--- src/verilog/sbc_pkg.sv ---
// Purpose: Shared constants and types for the mode sequencer and its host.
// Assumes: pclk at 10 MHz on both ends.
// Notes: Times are kept in their own unit; cycle counts derive from them.
`default_nettype none
package sbc_pkg;
	// ==========================================================
	// Clock and times
	localparam int unsigned CLK_HZ = 10_000_000;
	localparam int unsigned CYC_PER_MS = CLK_HZ / 1000;
	localparam int unsigned CYC_PER_US = CLK_HZ / 1_000_000;
	localparam int unsigned NREQ_TIMEOUT_MS = 350;
	localparam int unsigned RESET_HOLD_MS = 15;
	localparam int unsigned WD_UNIT_MS = 10;
	localparam int unsigned INT_PULSE_US = 10;
	localparam int unsigned DEGLITCH_US = 40;
	localparam int unsigned FIRST_SPI_US = 50;
	localparam int unsigned NREQ_TIMEOUT_DEF = NREQ_TIMEOUT_MS * CYC_PER_MS;
	localparam int unsigned RESET_HOLD_DEF = RESET_HOLD_MS * CYC_PER_MS;
	localparam int unsigned WD_UNIT_DEF = WD_UNIT_MS * CYC_PER_MS;
	localparam logic [31:0] INT_PULSE_CYC = 32'(INT_PULSE_US * CYC_PER_US);
	localparam logic [31:0] DEGLITCH_CYC = 32'(DEGLITCH_US * CYC_PER_US);
	localparam logic [31:0] FIRST_SPI_CYC = 32'(FIRST_SPI_US * CYC_PER_US);
	// Link clock made by the host: 800 ns period, half of it in pclk cycles.
	localparam int unsigned LINK_PERIOD_NS = 800;
	localparam int unsigned CLK_PERIOD_NS = 100;
	localparam logic [3:0] SCK_HALF_CYC =
		4'(LINK_PERIOD_NS / CLK_PERIOD_NS / 2);
	localparam logic [3:0] FRAME_GAP_CYC = 4'h8;
	// ==========================================================
	// Frame layout: command nibble, then data nibble.
	localparam logic [3:0] FRAME_BITS = 4'h8;
	localparam logic [3:0] CMD_STATUS = 4'h0;
	localparam logic [3:0] CMD_TIMING = 4'h1;
	localparam logic [3:0] CMD_MODE = 4'h2;
	localparam logic [3:0] CMD_HS = 4'h3;
	localparam logic [3:0] CMD_CLEAR = 4'h4;
	localparam logic [2:0] REQ_NORMAL = 3'h1;
	localparam logic [2:0] REQ_STANDBY = 3'h2;
	localparam logic [2:0] REQ_STOP = 3'h3;
	localparam logic [2:0] REQ_SLEEP = 3'h4;
	localparam int unsigned STOP_WD_BIT = 3;
	// Watchdog period multipliers of WD_UNIT for timing data 0..3.
	localparam logic [5:0] WD_MULT0 = 6'h01;
	localparam logic [5:0] WD_MULT1 = 6'h05;
	localparam logic [5:0] WD_MULT2 = 6'h0A;
	localparam logic [5:0] WD_MULT3 = 6'h23;
	// Synchroniser reset: chip select idles high (bit 9).
	localparam logic [10:0] SYNC_RST = 11'h200;
	// ==========================================================
	// Host register map
	localparam logic [11:0] REG_CMD = 12'h000;
	localparam logic [11:0] REG_STAT = 12'h004;
	localparam logic [11:0] REG_RX = 12'h008;
	localparam int unsigned STAT_BUSY = 0;
	localparam int unsigned STAT_INT = 1;
	localparam int unsigned STAT_RST = 2;
	localparam int unsigned STAT_WDF = 3;
	// ==========================================================
	typedef enum logic [2:0] {
		M_RESET, M_NREQ, M_NORMAL, M_STANDBY, M_STOP, M_SLEEP
	} mode_t;
	typedef enum logic [2:0] {
		H_IDLE, H_LEAD, H_HIGH, H_LOW, H_TAIL, H_GAP
	} host_st_t;
endpackage
`default_nettype wire

--- src/verilog/sbc_link_if.sv ---
// Purpose: Pins between the mode sequencer and the host controller.
// Assumes: Both ends run on their own pclk; all pins are plain levels.
// Notes: Serial clock is made by the host.
`default_nettype none
interface sbc_link_if;
	logic spi_sck;
	logic spi_cs_n;
	logic spi_mosi;
	logic spi_miso;
	logic int_n;
	logic rst_n;
	logic watchdog_fault_out;
	modport dev (input spi_sck, input spi_cs_n, input spi_mosi,
		output spi_miso, output int_n, output rst_n,
		output watchdog_fault_out);
	modport host (output spi_sck, output spi_cs_n, output spi_mosi,
		input spi_miso, input int_n, input rst_n,
		input watchdog_fault_out);
endinterface
`default_nettype wire

--- src/verilog/sbc_dev.sv ---
// Purpose: Operating-mode sequencer with wake handling and serial port.
// Assumes: Link pins and wake sources are asynchronous to pclk.
// Notes: Long counts are parameters so a bench can shorten them.
`default_nettype none
module sbc_dev #(
	parameter int unsigned NREQ_TIMEOUT_CYC = sbc_pkg::NREQ_TIMEOUT_DEF,
	parameter int unsigned RESET_HOLD_CYC = sbc_pkg::RESET_HOLD_DEF,
	parameter int unsigned WD_UNIT_CYC = sbc_pkg::WD_UNIT_DEF
) (
	input wire logic pclk,
	input wire logic presetn,
	sbc_link_if.dev link,
	input wire logic can_wake_evt,
	input wire logic [3:0] wake_inputs,
	input wire logic idd_over,
	input wire logic vdd_low,
	input wire logic forced_wake,
	output logic aux_regulator_on,
	output logic high_side_switch_on,
	output logic [2:0] mode_out
);
	import sbc_pkg::*;

	// ==========================================================
	// Input synchronisers and edge finders
	logic [10:0] in_raw, sync1_ff, sync2_ff, prev_ff;
	logic s_sck, s_cs, s_idd, s_vdd;
	logic sck_rise, sck_fall, cs_rise, cs_fall;
	logic can_evt, fwu_evt, wake_chg;

	assign in_raw = {link.spi_sck, link.spi_cs_n, link.spi_mosi,
		can_wake_evt, forced_wake, idd_over, vdd_low, wake_inputs};

	// Edges are taken from the second stage only, never the first.
	always_ff @(posedge pclk or negedge presetn) begin
		if (!presetn) begin
			sync1_ff <= SYNC_RST;
			sync2_ff <= SYNC_RST;
			prev_ff <= SYNC_RST;
		end else begin
			sync1_ff <= in_raw;
			sync2_ff <= sync1_ff;
			prev_ff <= sync2_ff;
		end
	end

	assign s_sck = sync2_ff[10];
	assign s_cs = sync2_ff[9];
	assign s_idd = sync2_ff[5];
	assign s_vdd = sync2_ff[4];
	assign sck_rise = s_sck & ~prev_ff[10];
	assign sck_fall = ~s_sck & prev_ff[10];
	assign cs_rise = s_cs & ~prev_ff[9];
	assign cs_fall = ~s_cs & prev_ff[9];
	assign can_evt = sync2_ff[7] & ~prev_ff[7];
	assign fwu_evt = sync2_ff[6] & ~prev_ff[6];
	assign wake_chg = |(sync2_ff[3:0] ^ prev_ff[3:0]);

	// ==========================================================
	// Serial port: sample on rising, shift out on falling.
	mode_t mode_ff, nxt_mode;
	logic [3:0] bitcnt_ff;
	logic [7:0] rx_ff, tx_ff, status_byte;
	logic miso_ff, spi_open, frame_ok;
	logic [3:0] f_cmd, f_data;
	logic [31:0] gap_ff;
	logic can_wake_flag_ff;
	logic [3:0] wake_input_flag_ff;

	assign status_byte = {can_wake_flag_ff, wake_input_flag_ff, mode_ff};
	assign f_cmd = rx_ff[7:4];
	assign f_data = rx_ff[3:0];
	// Frames are ignored in reset, sleep and the first-command delay.
	assign spi_open = (gap_ff == '0) && (mode_ff != M_RESET) &&
		(mode_ff != M_SLEEP);
	assign frame_ok = cs_rise && (bitcnt_ff == FRAME_BITS) && spi_open;

	always_ff @(posedge pclk or negedge presetn) begin
		if (!presetn) begin
			bitcnt_ff <= '0;
			rx_ff <= '0;
			tx_ff <= '0;
			miso_ff <= 1'b0;
		end else if (cs_fall) begin
			bitcnt_ff <= '0;
			tx_ff <= status_byte;
			miso_ff <= status_byte[7];
		end else if (!s_cs && sck_rise) begin
			rx_ff <= {rx_ff[6:0], sync2_ff[8]};
			bitcnt_ff <= bitcnt_ff + 4'h1;
		end else if (!s_cs && sck_fall) begin
			tx_ff <= {tx_ff[6:0], 1'b0};
			miso_ff <= tx_ff[6];
		end
	end

	// ==========================================================
	// Command decode
	logic tm_frame, mode_frame, hs_frame, clr_frame;
	logic req_run, req_stop, req_sleep;
	mode_t req_mode;

	assign tm_frame = frame_ok && (f_cmd == CMD_TIMING);
	assign mode_frame = frame_ok && (f_cmd == CMD_MODE);
	assign hs_frame = frame_ok && (f_cmd == CMD_HS);
	assign clr_frame = frame_ok && (f_cmd == CMD_CLEAR);
	assign req_run = mode_frame && ((f_data[2:0] == REQ_NORMAL) ||
		(f_data[2:0] == REQ_STANDBY));
	assign req_stop = mode_frame && (f_data[2:0] == REQ_STOP);
	assign req_sleep = mode_frame && (f_data[2:0] == REQ_SLEEP);
	assign req_mode = (f_data[2:0] == REQ_NORMAL) ? M_NORMAL : M_STANDBY;

	// ==========================================================
	// Watchdog
	logic [1:0] wd_sel_ff;
	logic [31:0] wd_cnt_ff, wd_load;
	logic wd_cfg_ff, stop_wd_en_ff, wd_run, wd_exp;

	function automatic logic [31:0] wd_period(input logic [1:0] sel);
		logic [5:0] mult;
		unique case (sel)
			2'h0: mult = WD_MULT0;
			2'h1: mult = WD_MULT1;
			2'h2: mult = WD_MULT2;
			2'h3: mult = WD_MULT3;
		endcase
		return 32'(WD_UNIT_CYC) * {26'h0, mult};
	endfunction

	// The watchdog stands still in sleep and request mode.
	assign wd_run = (mode_ff == M_NORMAL) || (mode_ff == M_STANDBY) ||
		(mode_ff == M_STOP && stop_wd_en_ff);
	assign wd_exp = wd_run && (wd_cnt_ff == '0);
	assign wd_load = wd_period(tm_frame ? f_data[1:0] : wd_sel_ff);

	always_ff @(posedge pclk or negedge presetn) begin
		if (!presetn) begin
			wd_cnt_ff <= '0;
			wd_sel_ff <= '0;
			stop_wd_en_ff <= 1'b0;
		end else begin
			wd_cnt_ff <= (tm_frame || !wd_run) ? wd_load :
				wd_cnt_ff - 32'h1;
			if (tm_frame)
				wd_sel_ff <= f_data[1:0];
			if (req_stop)
				stop_wd_en_ff <= f_data[STOP_WD_BIT];
		end
	end

	// ==========================================================
	// Mode sequencer
	logic [31:0] timer_ff, nxt_timer;
	logic from_sleep_ff, nxt_from_sleep, int_start, int_pend_ff;
	logic stop_wake, sleep_wake, oc_wake;

	// Over-current only counts once the deglitch time after entry is over.
	assign oc_wake = s_idd && (timer_ff == '0);
	assign stop_wake = cs_rise || can_evt || wake_chg || fwu_evt ||
		oc_wake;
	assign sleep_wake = cs_rise || can_evt || wake_chg || fwu_evt;

	always_comb begin
		nxt_mode = mode_ff;
		nxt_timer = (timer_ff != '0) ? timer_ff - 32'h1 : '0;
		nxt_from_sleep = from_sleep_ff;
		int_start = 1'b0;
		unique case (mode_ff)
			M_RESET: begin
				if (timer_ff == '0) begin
					nxt_mode = M_NREQ;
					nxt_timer = 32'(NREQ_TIMEOUT_CYC - 1);
				end
			end
			M_NREQ: begin
				if (req_run && wd_cfg_ff) begin
					nxt_mode = req_mode;
				end else if (!wd_cfg_ff && timer_ff == '0) begin
					if (from_sleep_ff) begin
						nxt_mode = M_SLEEP;
					end else begin
						nxt_mode = M_RESET;
						nxt_timer = 32'(RESET_HOLD_CYC - 1);
					end
				end
			end
			M_NORMAL, M_STANDBY: begin
				if (wd_exp) begin
					nxt_mode = M_RESET;
					nxt_timer = 32'(RESET_HOLD_CYC - 1);
				end else if (req_run) begin
					nxt_mode = req_mode;
				end else if (req_stop) begin
					nxt_mode = M_STOP;
					nxt_timer = DEGLITCH_CYC - 32'h1;
				end else if (req_sleep) begin
					nxt_mode = M_SLEEP;
				end
			end
			M_STOP: begin
				if (stop_wake) begin
					nxt_mode = M_NREQ;
					nxt_timer = 32'(NREQ_TIMEOUT_CYC - 1);
					nxt_from_sleep = 1'b0;
					int_start = 1'b1;
				end else if (wd_exp) begin
					nxt_mode = M_RESET;
					nxt_timer = 32'(RESET_HOLD_CYC - 1);
					nxt_from_sleep = 1'b0;
				end
			end
			M_SLEEP: begin
				if (sleep_wake) begin
					nxt_mode = M_RESET;
					nxt_timer = 32'(RESET_HOLD_CYC - 1);
					nxt_from_sleep = 1'b1;
				end
			end
			default: begin
				nxt_mode = M_RESET;
				nxt_timer = 32'(RESET_HOLD_CYC - 1);
			end
		endcase
		// Low supply wins over everything except sleep, where it is off.
		if (s_vdd && mode_ff != M_SLEEP) begin
			nxt_mode = M_RESET;
			nxt_timer = 32'(RESET_HOLD_CYC - 1);
			nxt_from_sleep = 1'b0;
		end
	end

	always_ff @(posedge pclk or negedge presetn) begin
		if (!presetn) begin
			mode_ff <= M_RESET;
			timer_ff <= 32'(RESET_HOLD_CYC - 1);
			from_sleep_ff <= 1'b0;
			int_pend_ff <= 1'b0;
		end else begin
			mode_ff <= nxt_mode;
			timer_ff <= nxt_timer;
			from_sleep_ff <= nxt_from_sleep;
			int_pend_ff <= int_start;
		end
	end

	// ==========================================================
	// Configuration, flags and pins
	logic [31:0] int_cnt_ff, nxt_int_cnt;
	logic int_n_ff, rst_n_ff, wdf_ff, aux_ff, hs_ff, hs_req_ff;
	logic wd_cfg_clr;
	logic [3:0] nxt_wake_flag;
	logic nxt_can_flag;

	// Pulse starts the cycle after request mode is already entered.
	assign nxt_int_cnt = int_pend_ff ? INT_PULSE_CYC :
		(int_cnt_ff != '0) ? int_cnt_ff - 32'h1 : '0;
	assign wd_cfg_clr = (nxt_mode == M_NREQ) && (mode_ff != M_NREQ);
	// Over-current and forced wakes set nothing; set beats clear.
	assign nxt_can_flag = (can_wake_flag_ff & ~clr_frame) |
		(can_evt && (mode_ff == M_STOP || mode_ff == M_SLEEP));
	assign nxt_wake_flag = (wake_input_flag_ff & {4{~clr_frame}}) |
		((sync2_ff[3:0] ^ prev_ff[3:0]) &
		{4{mode_ff == M_STOP || mode_ff == M_SLEEP}});

	always_ff @(posedge pclk or negedge presetn) begin
		if (!presetn) begin
			int_cnt_ff <= '0;
			gap_ff <= '0;
			wd_cfg_ff <= 1'b0;
			can_wake_flag_ff <= 1'b0;
			wake_input_flag_ff <= '0;
			hs_req_ff <= 1'b0;
			int_n_ff <= 1'b1;
			rst_n_ff <= 1'b0;
			wdf_ff <= 1'b0;
			aux_ff <= 1'b0;
			hs_ff <= 1'b0;
			mode_out <= '0;
		end else begin
			int_cnt_ff <= nxt_int_cnt;
			gap_ff <= (int_cnt_ff != '0) ? FIRST_SPI_CYC :
				(gap_ff != '0) ? gap_ff - 32'h1 : '0;
			wd_cfg_ff <= wd_cfg_clr ? 1'b0 : (wd_cfg_ff | tm_frame);
			can_wake_flag_ff <= nxt_can_flag;
			wake_input_flag_ff <= nxt_wake_flag;
			if (hs_frame)
				hs_req_ff <= f_data[0];
			int_n_ff <= (nxt_int_cnt == '0);
			rst_n_ff <= (nxt_mode != M_RESET) &&
				(nxt_mode != M_SLEEP);
			wdf_ff <= (wd_exp && nxt_mode == M_RESET) ||
				(wdf_ff && !tm_frame);
			aux_ff <= (nxt_mode == M_NORMAL);
			hs_ff <= hs_req_ff && ((nxt_mode == M_NORMAL) ||
				(nxt_mode == M_STANDBY));
			mode_out <= nxt_mode;
		end
	end

	assign link.spi_miso = miso_ff;
	assign link.int_n = int_n_ff;
	assign link.rst_n = rst_n_ff;
	assign link.watchdog_fault_out = wdf_ff;
	assign aux_regulator_on = aux_ff;
	assign high_side_switch_on = hs_ff;
endmodule // sbc_dev
`default_nettype wire

--- src/flat_wrapper.sv ---
// flat-port wrapper written by rule: the top's interface ports become plain ports
module sbc_dev_flat import sbc_pkg::*;
#(
	parameter int unsigned NREQ_TIMEOUT_CYC = sbc_pkg::NREQ_TIMEOUT_DEF,
	parameter int unsigned RESET_HOLD_CYC = sbc_pkg::RESET_HOLD_DEF,
	parameter int unsigned WD_UNIT_CYC = sbc_pkg::WD_UNIT_DEF
)
  (pclk, presetn, can_wake_evt, wake_inputs, idd_over, vdd_low, forced_wake, aux_regulator_on, high_side_switch_on, mode_out, link_spi_sck, link_spi_cs_n, link_spi_mosi, link_spi_miso, link_int_n, link_rst_n, link_watchdog_fault_out);
  sbc_link_if link_i ();
  input wire logic pclk;
  input wire logic presetn;
  input wire logic can_wake_evt;
  input wire logic [3:0] wake_inputs;
  input wire logic idd_over;
  input wire logic vdd_low;
  input wire logic forced_wake;
  output logic aux_regulator_on;
  output logic high_side_switch_on;
  output logic [2:0] mode_out;
  input wire logic [$bits(link_i.spi_sck)-1:0] link_spi_sck;
  input wire logic [$bits(link_i.spi_cs_n)-1:0] link_spi_cs_n;
  input wire logic [$bits(link_i.spi_mosi)-1:0] link_spi_mosi;
  output wire logic [$bits(link_i.spi_miso)-1:0] link_spi_miso;
  output wire logic [$bits(link_i.int_n)-1:0] link_int_n;
  output wire logic [$bits(link_i.rst_n)-1:0] link_rst_n;
  output wire logic [$bits(link_i.watchdog_fault_out)-1:0] link_watchdog_fault_out;
  assign link_i.spi_sck = link_spi_sck;
  assign link_i.spi_cs_n = link_spi_cs_n;
  assign link_i.spi_mosi = link_spi_mosi;
  assign link_spi_miso = link_i.spi_miso;
  assign link_int_n = link_i.int_n;
  assign link_rst_n = link_i.rst_n;
  assign link_watchdog_fault_out = link_i.watchdog_fault_out;
  sbc_dev #(.NREQ_TIMEOUT_CYC(NREQ_TIMEOUT_CYC), .RESET_HOLD_CYC(RESET_HOLD_CYC), .WD_UNIT_CYC(WD_UNIT_CYC)) u_core (.pclk(pclk), .presetn(presetn), .link(link_i), .can_wake_evt(can_wake_evt), .wake_inputs(wake_inputs), .idd_over(idd_over), .vdd_low(vdd_low), .forced_wake(forced_wake), .aux_regulator_on(aux_regulator_on), .high_side_switch_on(high_side_switch_on), .mode_out(mode_out));
endmodule
--- config.mk ---
export PLATFORM = sky130hd
export DESIGN_NAME = sbc_dev_flat
export DESIGN_NICKNAME = d
export VERILOG_FILES = /design/src/verilog/sbc_pkg.sv /design/src/verilog/sbc_link_if.sv /design/src/verilog/sbc_dev.sv /design/src/flat_wrapper.sv
export SDC_FILE = /design/constraint.sdc
export NUM_CORES = 1
export LEC_CHECK = 0
export ABC_AREA = 1
export BUFFER_PORTS_ARGS = -buffer_cell sky130_fd_sc_hd__buf_2
export CORE_MARGIN = 3
export CORE_UTILIZATION = 30
export CTS_BUF_LIST = sky130_fd_sc_hd__clkbuf_16
export DETAILED_ROUTE_END_ITERATION = 12
export HOLD_SLACK_MARGIN = 0.1
export MAX_ROUTING_LAYER = met4
export PLACE_DENSITY = 0.51
export SYNTH_ARGS = -nofsm -noshare
export SYNTH_HDL_FRONTEND = slang
export SYNTH_SLANG_ARGS = --single-unit
--- constraint.sdc ---
create_clock -name pclk -period 6.6 [get_ports pclk]
set_input_delay 0.33 -clock pclk [delete_from_list [all_inputs] [get_ports pclk]]
set_output_delay 0.33 -clock pclk [all_outputs]
set_load 0.05 [all_outputs]
# --- Word-level counts from Yosys, hierarchy flattened ---
# Cells that the tools add are included.
totals:
  ff_bits: 201
  input_bits: 13
  elab_cells: 188
op_classes:
  add_sub_neg: 5
  multipliers: 1
  eq_ne: 26
  mux: 50
  bitwise: 21
  n_reduce_logical: 60
op_table:
  columns: ["op", "count"]
  rows:
  - ["32-bit 2-to-1 mux", 17]
  - ["32-bit case mux with 5 select lines", 1]
  - ["32-bit zero test", 4]
  - ["32-bit by 1-bit subtractor with 32-bit output, second input constant", 4]
  - ["32-bit nonzero test", 3]
  - ["3-bit 2-to-1 mux", 12]
  - ["1-bit logical AND", 25]
  - ["6-bit case mux with 4 select lines", 1]
  - ["7-bit 2-to-1 mux", 3]
  - ["3-bit by 2-bit == test with 1-bit output, second input constant", 6]
  - ["12-bit by 6-bit multiplier with 18-bit output, first input constant", 1]
  - ["3-bit case mux with 5 select lines", 1]
  - ["1-bit logical OR", 11]
  - ["1-bit 2-to-1 mux", 11]
  - ["3-bit by 1-bit == test with 1-bit output, second input constant", 3]
  - ["3-bit == test, second input constant", 3]
  - ["3-bit nonzero test", 3]
  - ["4-bit bitwise AND", 2]
  - ["4-bit by 2-bit == test with 1-bit output, second input constant", 2]
  - ["4-bit 2-to-1 mux", 2]
  - ["1-bit NOT", 8]
  - ["1-bit bitwise AND", 7]
  - ["3-bit zero test", 2]
  - ["3-bit by 1-bit inequality test with 1-bit output, second input constant", 2]
  - ["21 further kinds", 29]

# --- Longest topological paths before layout ---
# Gate-level depths: netlist of the first run.
depth:
  depth_word: 15
  ltp_mapped: 18
  depth_no_buf: 18

# --- Worst setup path after synthesis of the first run ---
# OpenSTA, ideal clock, no wires.
synth_timing:
  path_type: "reg2reg"
  from: "reg u_core.mode_ff[1]"
  to: "reg u_core.wd_cnt_ff[11]"
  setup_ns: 0.122
  arrival_time_ns: 2.878
  setup_slack_ns: 3.600
  stages_incl_launch_ff: 17
  n_path_buf: 1
  cell_sequence: "dfrtp_1 > buf_2 > inv_1 > nand3_2 > nand2_1 > nor2_4 > and2_2 > nand2_4 > o21ai_0 > inv_1 > ha_1 > nand3b_1 > nand2_1 > nand2_1 > xor2_1 > nor2_1 > a21oi_1"
synth_between:
  elab_chain_len: 10
  elab_cells_between_ends: 22
  cone_classes: "mul: 1; eq/ne: 7; mux: 3; reduce/logical: 11"
synth_lines:
  columns: ["item", "line_no", "rtl"]
  rows:
  - ["start: declaration", "sbc_dev.sv:61", "mode_t mode_ff, nxt_mode;"]
  - ["start signal: assignment", "sbc_dev.sv:239", "mode_ff <= nxt_mode;"]
  - ["3-bit nonzero test", "sbc_dev.sv:74", "assign spi_open = (gap_ff == '0) && (mode_ff != M_RESET) &&"]
  - ["1-bit logical AND (2 in a row)", "sbc_dev.sv:74", null]
  - ["1-bit logical AND", "sbc_dev.sv:76", "assign frame_ok = cs_rise && (bitcnt_ff == FRAME_BITS) && spi_open;"]
  - ["1-bit logical AND", "sbc_dev.sv:103", "assign tm_frame = frame_ok && (f_cmd == CMD_TIMING);"]
  - ["2-bit 2-to-1 mux", null, null]
  - ["2-bit == test, or another cell as far along", "sbc_dev.sv:121", "unique case (sel)"]
  - ["6-bit case mux with 4 select lines", "sbc_dev.sv:121", null]
  - ["12-bit by 6-bit multiplier with 18-bit output", "sbc_dev.sv:127", "return 32'(WD_UNIT_CYC) * {26'h0, mult};"]
  - ["32-bit 2-to-1 mux (*)", "sbc_dev.sv:142", "wd_cnt_ff <= (tm_frame || !wd_run) ? wd_load :"]
  - ["end signal: assignment", "sbc_dev.sv:142", null]
  - ["end: declaration", "sbc_dev.sv:116", "logic [31:0] wd_cnt_ff, wd_load;"]
# Mark *: on every way between the ends. The rest lies on a longest branch, timed or not. The select of a mux whose other input is x is not followed.
# A chain may end at the register's enable or synchronous reset.

# --- Worst setup path in the final report of the first run ---
layout_timing:
  from: "reg u_core.gap_ff[0]"
  to: "reg u_core.wd_cnt_ff[11]"
layout_between:
  elab_chain_len: 10
  elab_cells_between_ends: 14
  cone_classes: "mul: 1; eq/ne: 3; mux: 3; reduce/logical: 7"
layout_lines:
  columns: ["item", "line_no", "rtl"]
  rows:
  - ["start: declaration", "sbc_dev.sv:66", "logic [31:0] gap_ff;"]
  - ["start signal: assignment", "sbc_dev.sv:281", "gap_ff <= (int_cnt_ff != '0) ? FIRST_SPI_CYC :"]
  - ["32-bit zero test (*)", "sbc_dev.sv:74", null]
  - ["1-bit logical AND (*) (2 in a row)", "sbc_dev.sv:74", null]
  - ["1-bit logical AND (*)", "sbc_dev.sv:76", null]
  - ["1-bit logical AND (*)", "sbc_dev.sv:103", null]
  - ["2-bit 2-to-1 mux", null, null]
  - ["2-bit == test, or another cell as far along", "sbc_dev.sv:121", null]
  - ["6-bit case mux with 4 select lines", "sbc_dev.sv:121", null]
  - ["12-bit by 6-bit multiplier with 18-bit output", "sbc_dev.sv:127", null]
  - ["32-bit 2-to-1 mux (*)", "sbc_dev.sv:142", null]
# Marked as above.

==> results.md, run 1 <==
- Status: completed
- Critical path required time: 6930 ps
- Vias in the first global route: 8,664
- First-pass GRT wire length: 42,360 microns
- Fill cell count: 3,627
- Inst Count DP: 1,842
- Initial Util: 30.70%
- Most frequent cells in the layout: 288 x nand2_1, 268 x nor2_1, 183 x dfrtp_1
- R2r worst-path depth: 17
- Initial antenna violation count: 0
- GRT overflow: 0
- Overall routing resource usage: 13.71%
- Commonest non-fill, non-tap cell in the layout: nand2_1
- Crit-path max cell delay: 440 ps
- Max Root-Sink Buffers: 2
- Hold_ws: 349.3 ps
- RSZ-0062 raised after global routing: false
- Final WL: 24,420 microns
- Crit-path slowest cell: o21ai_0
- Yosys top cell by area: dfrtp_1
- Async set-reset flop share out of synthesis: 100.0%
- CTS H-tree lvls: 4
- Port-buffer cells: 21
- NumNets Final: 1,445
- PD cells: 203.4 nW/um^2
- Fin cells: 1,886
- Final Max Slew Viols: 0
- Sw power: 0.6204 mW
- DR WL/cell: 12.95 microns
- Skew final: 15.45 ps
- Postcts setup bufs: 0
- Max-cap viol count: 0
- Buffers & Inverters on Critical Path: 2
- Hold path cells: 0
- Iter 0 DRT Violations: 489
- Pwr Total: 2.446 mW
- Synth top area share: 42.87%
- Worst Setup End Kind: flop
- Final Cycle Share: 48.57%
- Worst Hold End: u_core.sync2_ff[10]$_DFF_PN0_
- Synth cell types: 51
- P&R area growth vs syn: 12.60%
- Routability cong.: 0.8660
- Initial DRT Pass Iterations: 5
- Logic pwr share: 4.6%
- Die X: 194.7 microns
- Sequential element share of the synthesized area: 46.56%
- Crit-path leading delay family: simple AND/OR/NAND/NOR gates
- Die area: 37,910 sq um
- Root buf cell: clkbuf_16
- Startpoint types: flop
- Post-synthesis cell count: 1,380
- Seq pwr share: 51.9%
- CTS Hold Bufs: 12
- Sw Share: 25.36%
- Hold Vio Cnt, Final: 0
- R2r setup slk: 3390 ps
- Vias per Instance: 4.631
- IO Count: 22
- Multi-input gate area: 4970 sq um
- Synth area leaders: dfrtp_1 43%, nand2_1 10%, nor2_1 9.4%
- Actual slew at the worst max-slew pin: 969.0 ps
- Hold WC Path Type: flop to flop
- Gates resized, CTS repair: 0
- CP Class: flop to flop
- Syn_area_per_cell: 7.741 sq um
- Layout cells sized above 1: 8.945%
- Critical path cell sequence: inv_1, ha_1, nand2_2, nor2_4, nand2_2, nor2_4, and2_2, nand2_4, o21ai_0, inv_1, ha_1, nand3b_1, nand2_1, nand2_1, xor2_1, nor2_1, a21oi_1
- DPL Wire Length: 17,910 microns
- Clock edge transition at the registers on the reported setup and hold paths: 80 ps
- FF+latch area: 4974 sq um
- Fmax: 312.0 MHz
- CTS tree: built
- Height of the die: 194.7 microns
- RR Endpoint: u_core.wd_cnt_ff[11]$_DFF_PN0_
- Cts bufs inserted: 17
- Yosys warns: 0
- Worst Path Max Fanout: 10
- Peak supply drop: 169.1 uV
- Drc violations: 0
- Setup TNS: 0 ps
- Post-route minimum period: 3206 ps
- Final ANT Viol Nets: 0
- #FFs+latches synth: 198
- Clock group share of total power: 43.6%
- Antenna diodes: 0
- Total core area: 34,800 sq um
- Syn Nets: 1,407
- Ys flop type: dfrtp_1
- Clk sinks: 198
- Slew HR: 35.40%
- Number of synthesized flops with an enable pin: 0
- Pin count of the biggest net entering global routing: 126
- Vias after detailed routing: 8,734
- Synth Cell Area: 10,680 sq um
- Leakage power: 6.398 nW
- Worst endpoint data arrival time: 3540 ps
- Worst-Skew Late Latency: 440 ps
- # setup viols final: 0
- Internal power: 1.826 mW
- Worst min-delay path startpoint: u_core.sync1_ff[10]$_DFF_PN0_
- Worst r2r src: u_core.gap_ff[0]$_DFF_PN0_
- Row count: 68
-- worst register-to-register path, stage by stage, from the launching register on --
cell,delay [ps]
dfrtp_1,400
inv_1,60
ha_1,210
nand2_2,100
nor2_4,200
nand2_2,90
nor2_4,220
and2_2,230
nand2_4,90
o21ai_0,440
inv_1,240
ha_1,270
nand3b_1,150
nand2_1,60
nand2_1,50
xor2_1,140
nor2_1,110
a21oi_1,50
-- routing by layer --
layer	up-vias	routed length (microns)	GRT usage, %
li1	4493	-	-
met1	4105	12210	18.48
met2	115	11210	21.84
met3	21	655	1.959
met4	0	346	3.537
met5	-	0	-
-- metrics by stage --
stage	setup slack, ps	instance area (sq um)	util [%]
floorplan	3600	10680	-
global placement	3550	11300	32.48
detailed placement	3362	11300	32.48
CTS	3355	12030	34.57
global route	3119	12030	34.57
finish	3395	12030	34.57
-- cell usage after synthesis (2+ instances only) --
cell type	count
a21oi_1	52
a21oi_2	2
a31o_2	2
a31oi_1	7
and3_1	2
buf_1	2
buf_2	5
buf_4	3
clkbuf_1	5
clkinv_1	2
dfrtp_1	183
dfstp_2	15
ha_1	14
inv_1	172
inv_2	2
nand2_1	288
nand2_2	7
nand3_1	71
nand3_2	4
nand3b_1	5
nand4_1	36
nand4_2	3
nor2_1	268
nor2_2	10
nor2_4	8
nor3_1	27
nor3_2	2
nor3_4	2
nor3b_1	3
nor4_1	8
nor4_2	2
o21a_1	3
o21ai_0	63
o21ai_1	3
o21ai_2	3
o22ai_1	6
or2_2	8
xnor2_1	23
xor2_1	47
-- worst max-delay path by stage --
stage / from / endpoint / slack, ps / cells after the start
after floorplan: u_core.mode_ff[1]$_DFF_PN0_ / u_core.wd_cnt_ff[11]$_DFF_PN0_ / 3600 / 16
after CTS: u_core.gap_ff[0]$_DFF_PN0_ / u_core.wd_cnt_ff[11]$_DFF_PN0_ / 3360 / 17
after global placement: u_core.gap_ff[0]$_DFF_PN0_ / u_core.wd_cnt_ff[11]$_DFF_PN0_ / 3550 / 17
final: u_core.gap_ff[0]$_DFF_PN0_ / u_core.wd_cnt_ff[11]$_DFF_PN0_ / 3390 / 17
after global routing: u_core.gap_ff[0]$_DFF_PN0_ / u_core.wd_cnt_ff[11]$_DFF_PN0_ / 3120 / 17
after detailed placement: u_core.gap_ff[0]$_DFF_PN0_ / u_core.wd_cnt_ff[11]$_DFF_PN0_ / 3360 / 17
-- flip-flops by register name (all words and copies together), names as in the netlist, 2 cells and up --
register,count
u_core.int_cnt_ff,32
u_core.wd_sel_ff,2
u_core.prev_ff,8
u_core.wake_input_flag_ff,4
u_core.timer_ff,32
u_core.bitcnt_ff,4
u_core.tx_ff,7
u_core.rx_ff,8
u_core.sync1_ff,11
u_core.wd_cnt_ff,32
u_core.gap_ff,32
u_core.sync2_ff,11
u_core.mode_ff,3
-- layout make-up --
type                            count  share of cell area [%]
Sequential cell                   198                   41.35
Multi-Input combinational cell    990                   41.31
Inverter                          177                   5.534
Tap cell                          455                   4.733
Clock buffer                       17                   3.537
Timing Repair Buffer               34                   2.018
Clock inverter                     15                   1.519
-- logic make-up (layout without fill, tap and decap cells) --
family                     Yosys count  in the layout  share of synthesized area (%)
and+or+nand+nor                    759            759                          31.64
xor gates and xnor gates            70             70                          5.739
buffers and inverters              192            243                          6.922
DFF                                198            198                          46.56
AOI/OAI and AO/OA                  147            147                          7.508
adders and majority gates           14             14                          1.640
-- power groups by stage --
stage          clock network [mW]  registers (mW)  logic [mW]
2_1_floorplan                   0            1.29      0.0601
3_3_place_gp                    0            1.29       0.109
3_5_place_dp                    0            1.29       0.110
4_1_cts                      1.11            1.27       0.116
5_1_grt                      1.15            1.27       0.132
6_report                     1.07            1.27       0.112
(Power assumes the default switching activity.)
==> run 2: changes to the inputs <==
==> constraint.sdc (replaced) <==
create_clock -name pclk -period 3.23 [get_ports pclk]
set_input_delay 0.1615 -clock pclk [delete_from_list [all_inputs] [get_ports pclk]]
set_output_delay 0.1615 -clock pclk [all_outputs]
set_load 0.05 [all_outputs]
==> results.md, run 2 (synthesized netlist as in run 1, its figures left out) <==
- Row count: 68
- Worst r2r src: u_core.gap_ff[24]$_DFF_PN0_
- Total core area: 34,800 sq um
- Pin count of the biggest net entering global routing: 72
- Initial antenna violation count: 0
- Height of the die: 194.7 microns
- Initial Util: 30.70%
- Slew HR: 56.55%
- Setup TNS: 0 ps
- P&R area growth vs syn: 12.95%
- Worst slack after detailed placement: 322.2 ps
- PD cells: 404.9 nW/um^2
- Worst setup startpoint: u_core.gap_ff[24]$_DFF_PN0_
- Port-buffer cells: 21
- Actual slew at the worst max-slew pin: 651.7 ps
- Finished Core Util: 34.68%
- DR WL/cell: 13.01 microns
- Fmax: 347.7 MHz
- Die X: 194.7 microns
- Die area: 37,910 sq um
- Final ANT Viol Nets: 0
- Vias after detailed routing: 8,749
- Worst-Skew Late Latency: 440 ps
- Layout cells sized above 1: 9.223%
- Vias per Instance: 4.612
- NumNets Final: 1,456
- Initial DRT Pass Iterations: 4
- First-pass GRT wire length: 42,700 microns
- GRT overflow: 0
- # setup viols final: 0
- RSZ-0062 raised after global routing: false
- Worst Slack Setup Final: 353.8 ps
- IO Count: 22
- Cts bufs inserted: 17
- Worst Setup End Kind: flop
- Iter 0 DRT Violations: 457
- Startpoint types: flop
- Drc violations: 0
- Most frequent cells in the layout: 288 x nand2_1, 268 x nor2_1, 183 x dfrtp_1
- Hold WC Path Type: primary input to asynchronous set/reset pin
- Clock edge transition at the registers on the reported setup and hold paths: 70 ps
- Post-route minimum period: 2876 ps
- Clk sinks: 198
- Max Root-Sink Buffers: 2
- R2r worst-path depth: 16
- Vias in the first global route: 8,694
- Antenna diodes: 0
- Status: completed
- DPL Wire Length: 18,240 microns
- Max-cap viol count: 0
- CP Class: flop to flop
- Overall routing resource usage: 13.99%
- Worst endpoint data arrival time: 3240 ps
- Final WL: 24,680 microns
- Worst Path Max Fanout: 10
- Routability cong.: 0.8755
- Critical Path End: u_core.wd_cnt_ff[11]$_DFF_PN0_
- Peak supply drop: 259.7 uV
- CTS tree: built
- RR Endpoint: u_core.wd_cnt_ff[11]$_DFF_PN0_
- Final Cycle Share: 89.05%
- Hold Vio Cnt, Final: 0
- R2r setup slk: 350 ps
- Commonest non-fill, non-tap cell in the layout: nand2_1
- Root buf cell: clkbuf_16
- Critical path required time: 3590 ps
- Skew final: 17.17 ps
- CTS H-tree lvls: 4
- Final Max Slew Viols: 0
- Leakage power: 6.434 nW
==> run 2: worst min-delay path by stage <==
stage / start / to / slack, ps / cells past startpoint
after floorplan: presetn / u_core.aux_regulator_on$_DFF_PN0_ / -130 / 0
after global placement: presetn / u_core.int_cnt_ff[15]$_DFF_PN0_ / 170 / 1
after detailed placement: presetn / u_core.int_cnt_ff[18]$_DFF_PN0_ / 170 / 1
after CTS: presetn / u_core.int_cnt_ff[18]$_DFF_PN0_ / 280 / 2
after global routing: presetn / u_core.int_cnt_ff[14]$_DFF_PN0_ / 310 / 2
final: presetn / u_core.int_cnt_ff[14]$_DFF_PN0_ / 270 / 2
==> run 2: routing by layer <==
layer | global-route usage, % | up-vias | wire [microns]
met5 | - | - | 0
met4 | 3.351 | 0 | 240
met3 | 2.548 | 18 | 698
met2 | 22.14 | 98 | 11500
met1 | 18.73 | 4139 | 12240
li1 | - | 4494 | -
==> run 2: what timing repair did <==
item,4_1_cts,5_1_grt
buffers inserted,0,0
hold buffers,12,0
hold endpoints to repair,79,0
resized for setup,0,0
==> run 2: power by group <==
part           total (mW)  switching, mW  leakage [nW]  internal (mW)
Clock                2.06          0.938         0.275           1.12
Sequential           2.60         0.0481          2.59           2.55
Combinational       0.234          0.161          3.57         0.0730
Total                4.89           1.15          6.43           3.74
==> run 2: metrics by stage <==
stage	std cells	hold WS (ps)	power [mW]	instance area, sq um
after floorplan	1380	-134.1	2.761	10680
after global placement	1853	168.9	2.868	11400
after detailed placement	1853	167.8	2.873	11400
after CTS	1897	283.2	4.972	12070
after global routing	1897	312.8	5.128	12070
final	1897	273.3	4.885	12070
==> run 2: area by class of cell <==
cell class / instances / area [sq um]
Fill cell: 3627 / 22730
Sequential cell: 198 / 4974
Multi-Input combinational cell: 990 / 4970
Inverter: 177 / 665.6
Tap cell: 455 / 569.3
Clock buffer: 17 / 425.4
Timing Repair Buffer: 45 / 337.8
Clock inverter: 15 / 125.1
==> run 2: critical path, cell delays in order, from the launching register on <==
cell and delay [ps]:
dfrtp_1 410, nor2_1 170, nand2_1 140, nor2_1 200, nand2_2 90, nor2_4 230
and2_2 230, nand2_4 80, o21ai_2 260, inv_1 170, ha_1 220, inv_1 120
nand2_1 80, nand2_1 70, xor2_1 140, nor2_1 60, a21oi_1 120
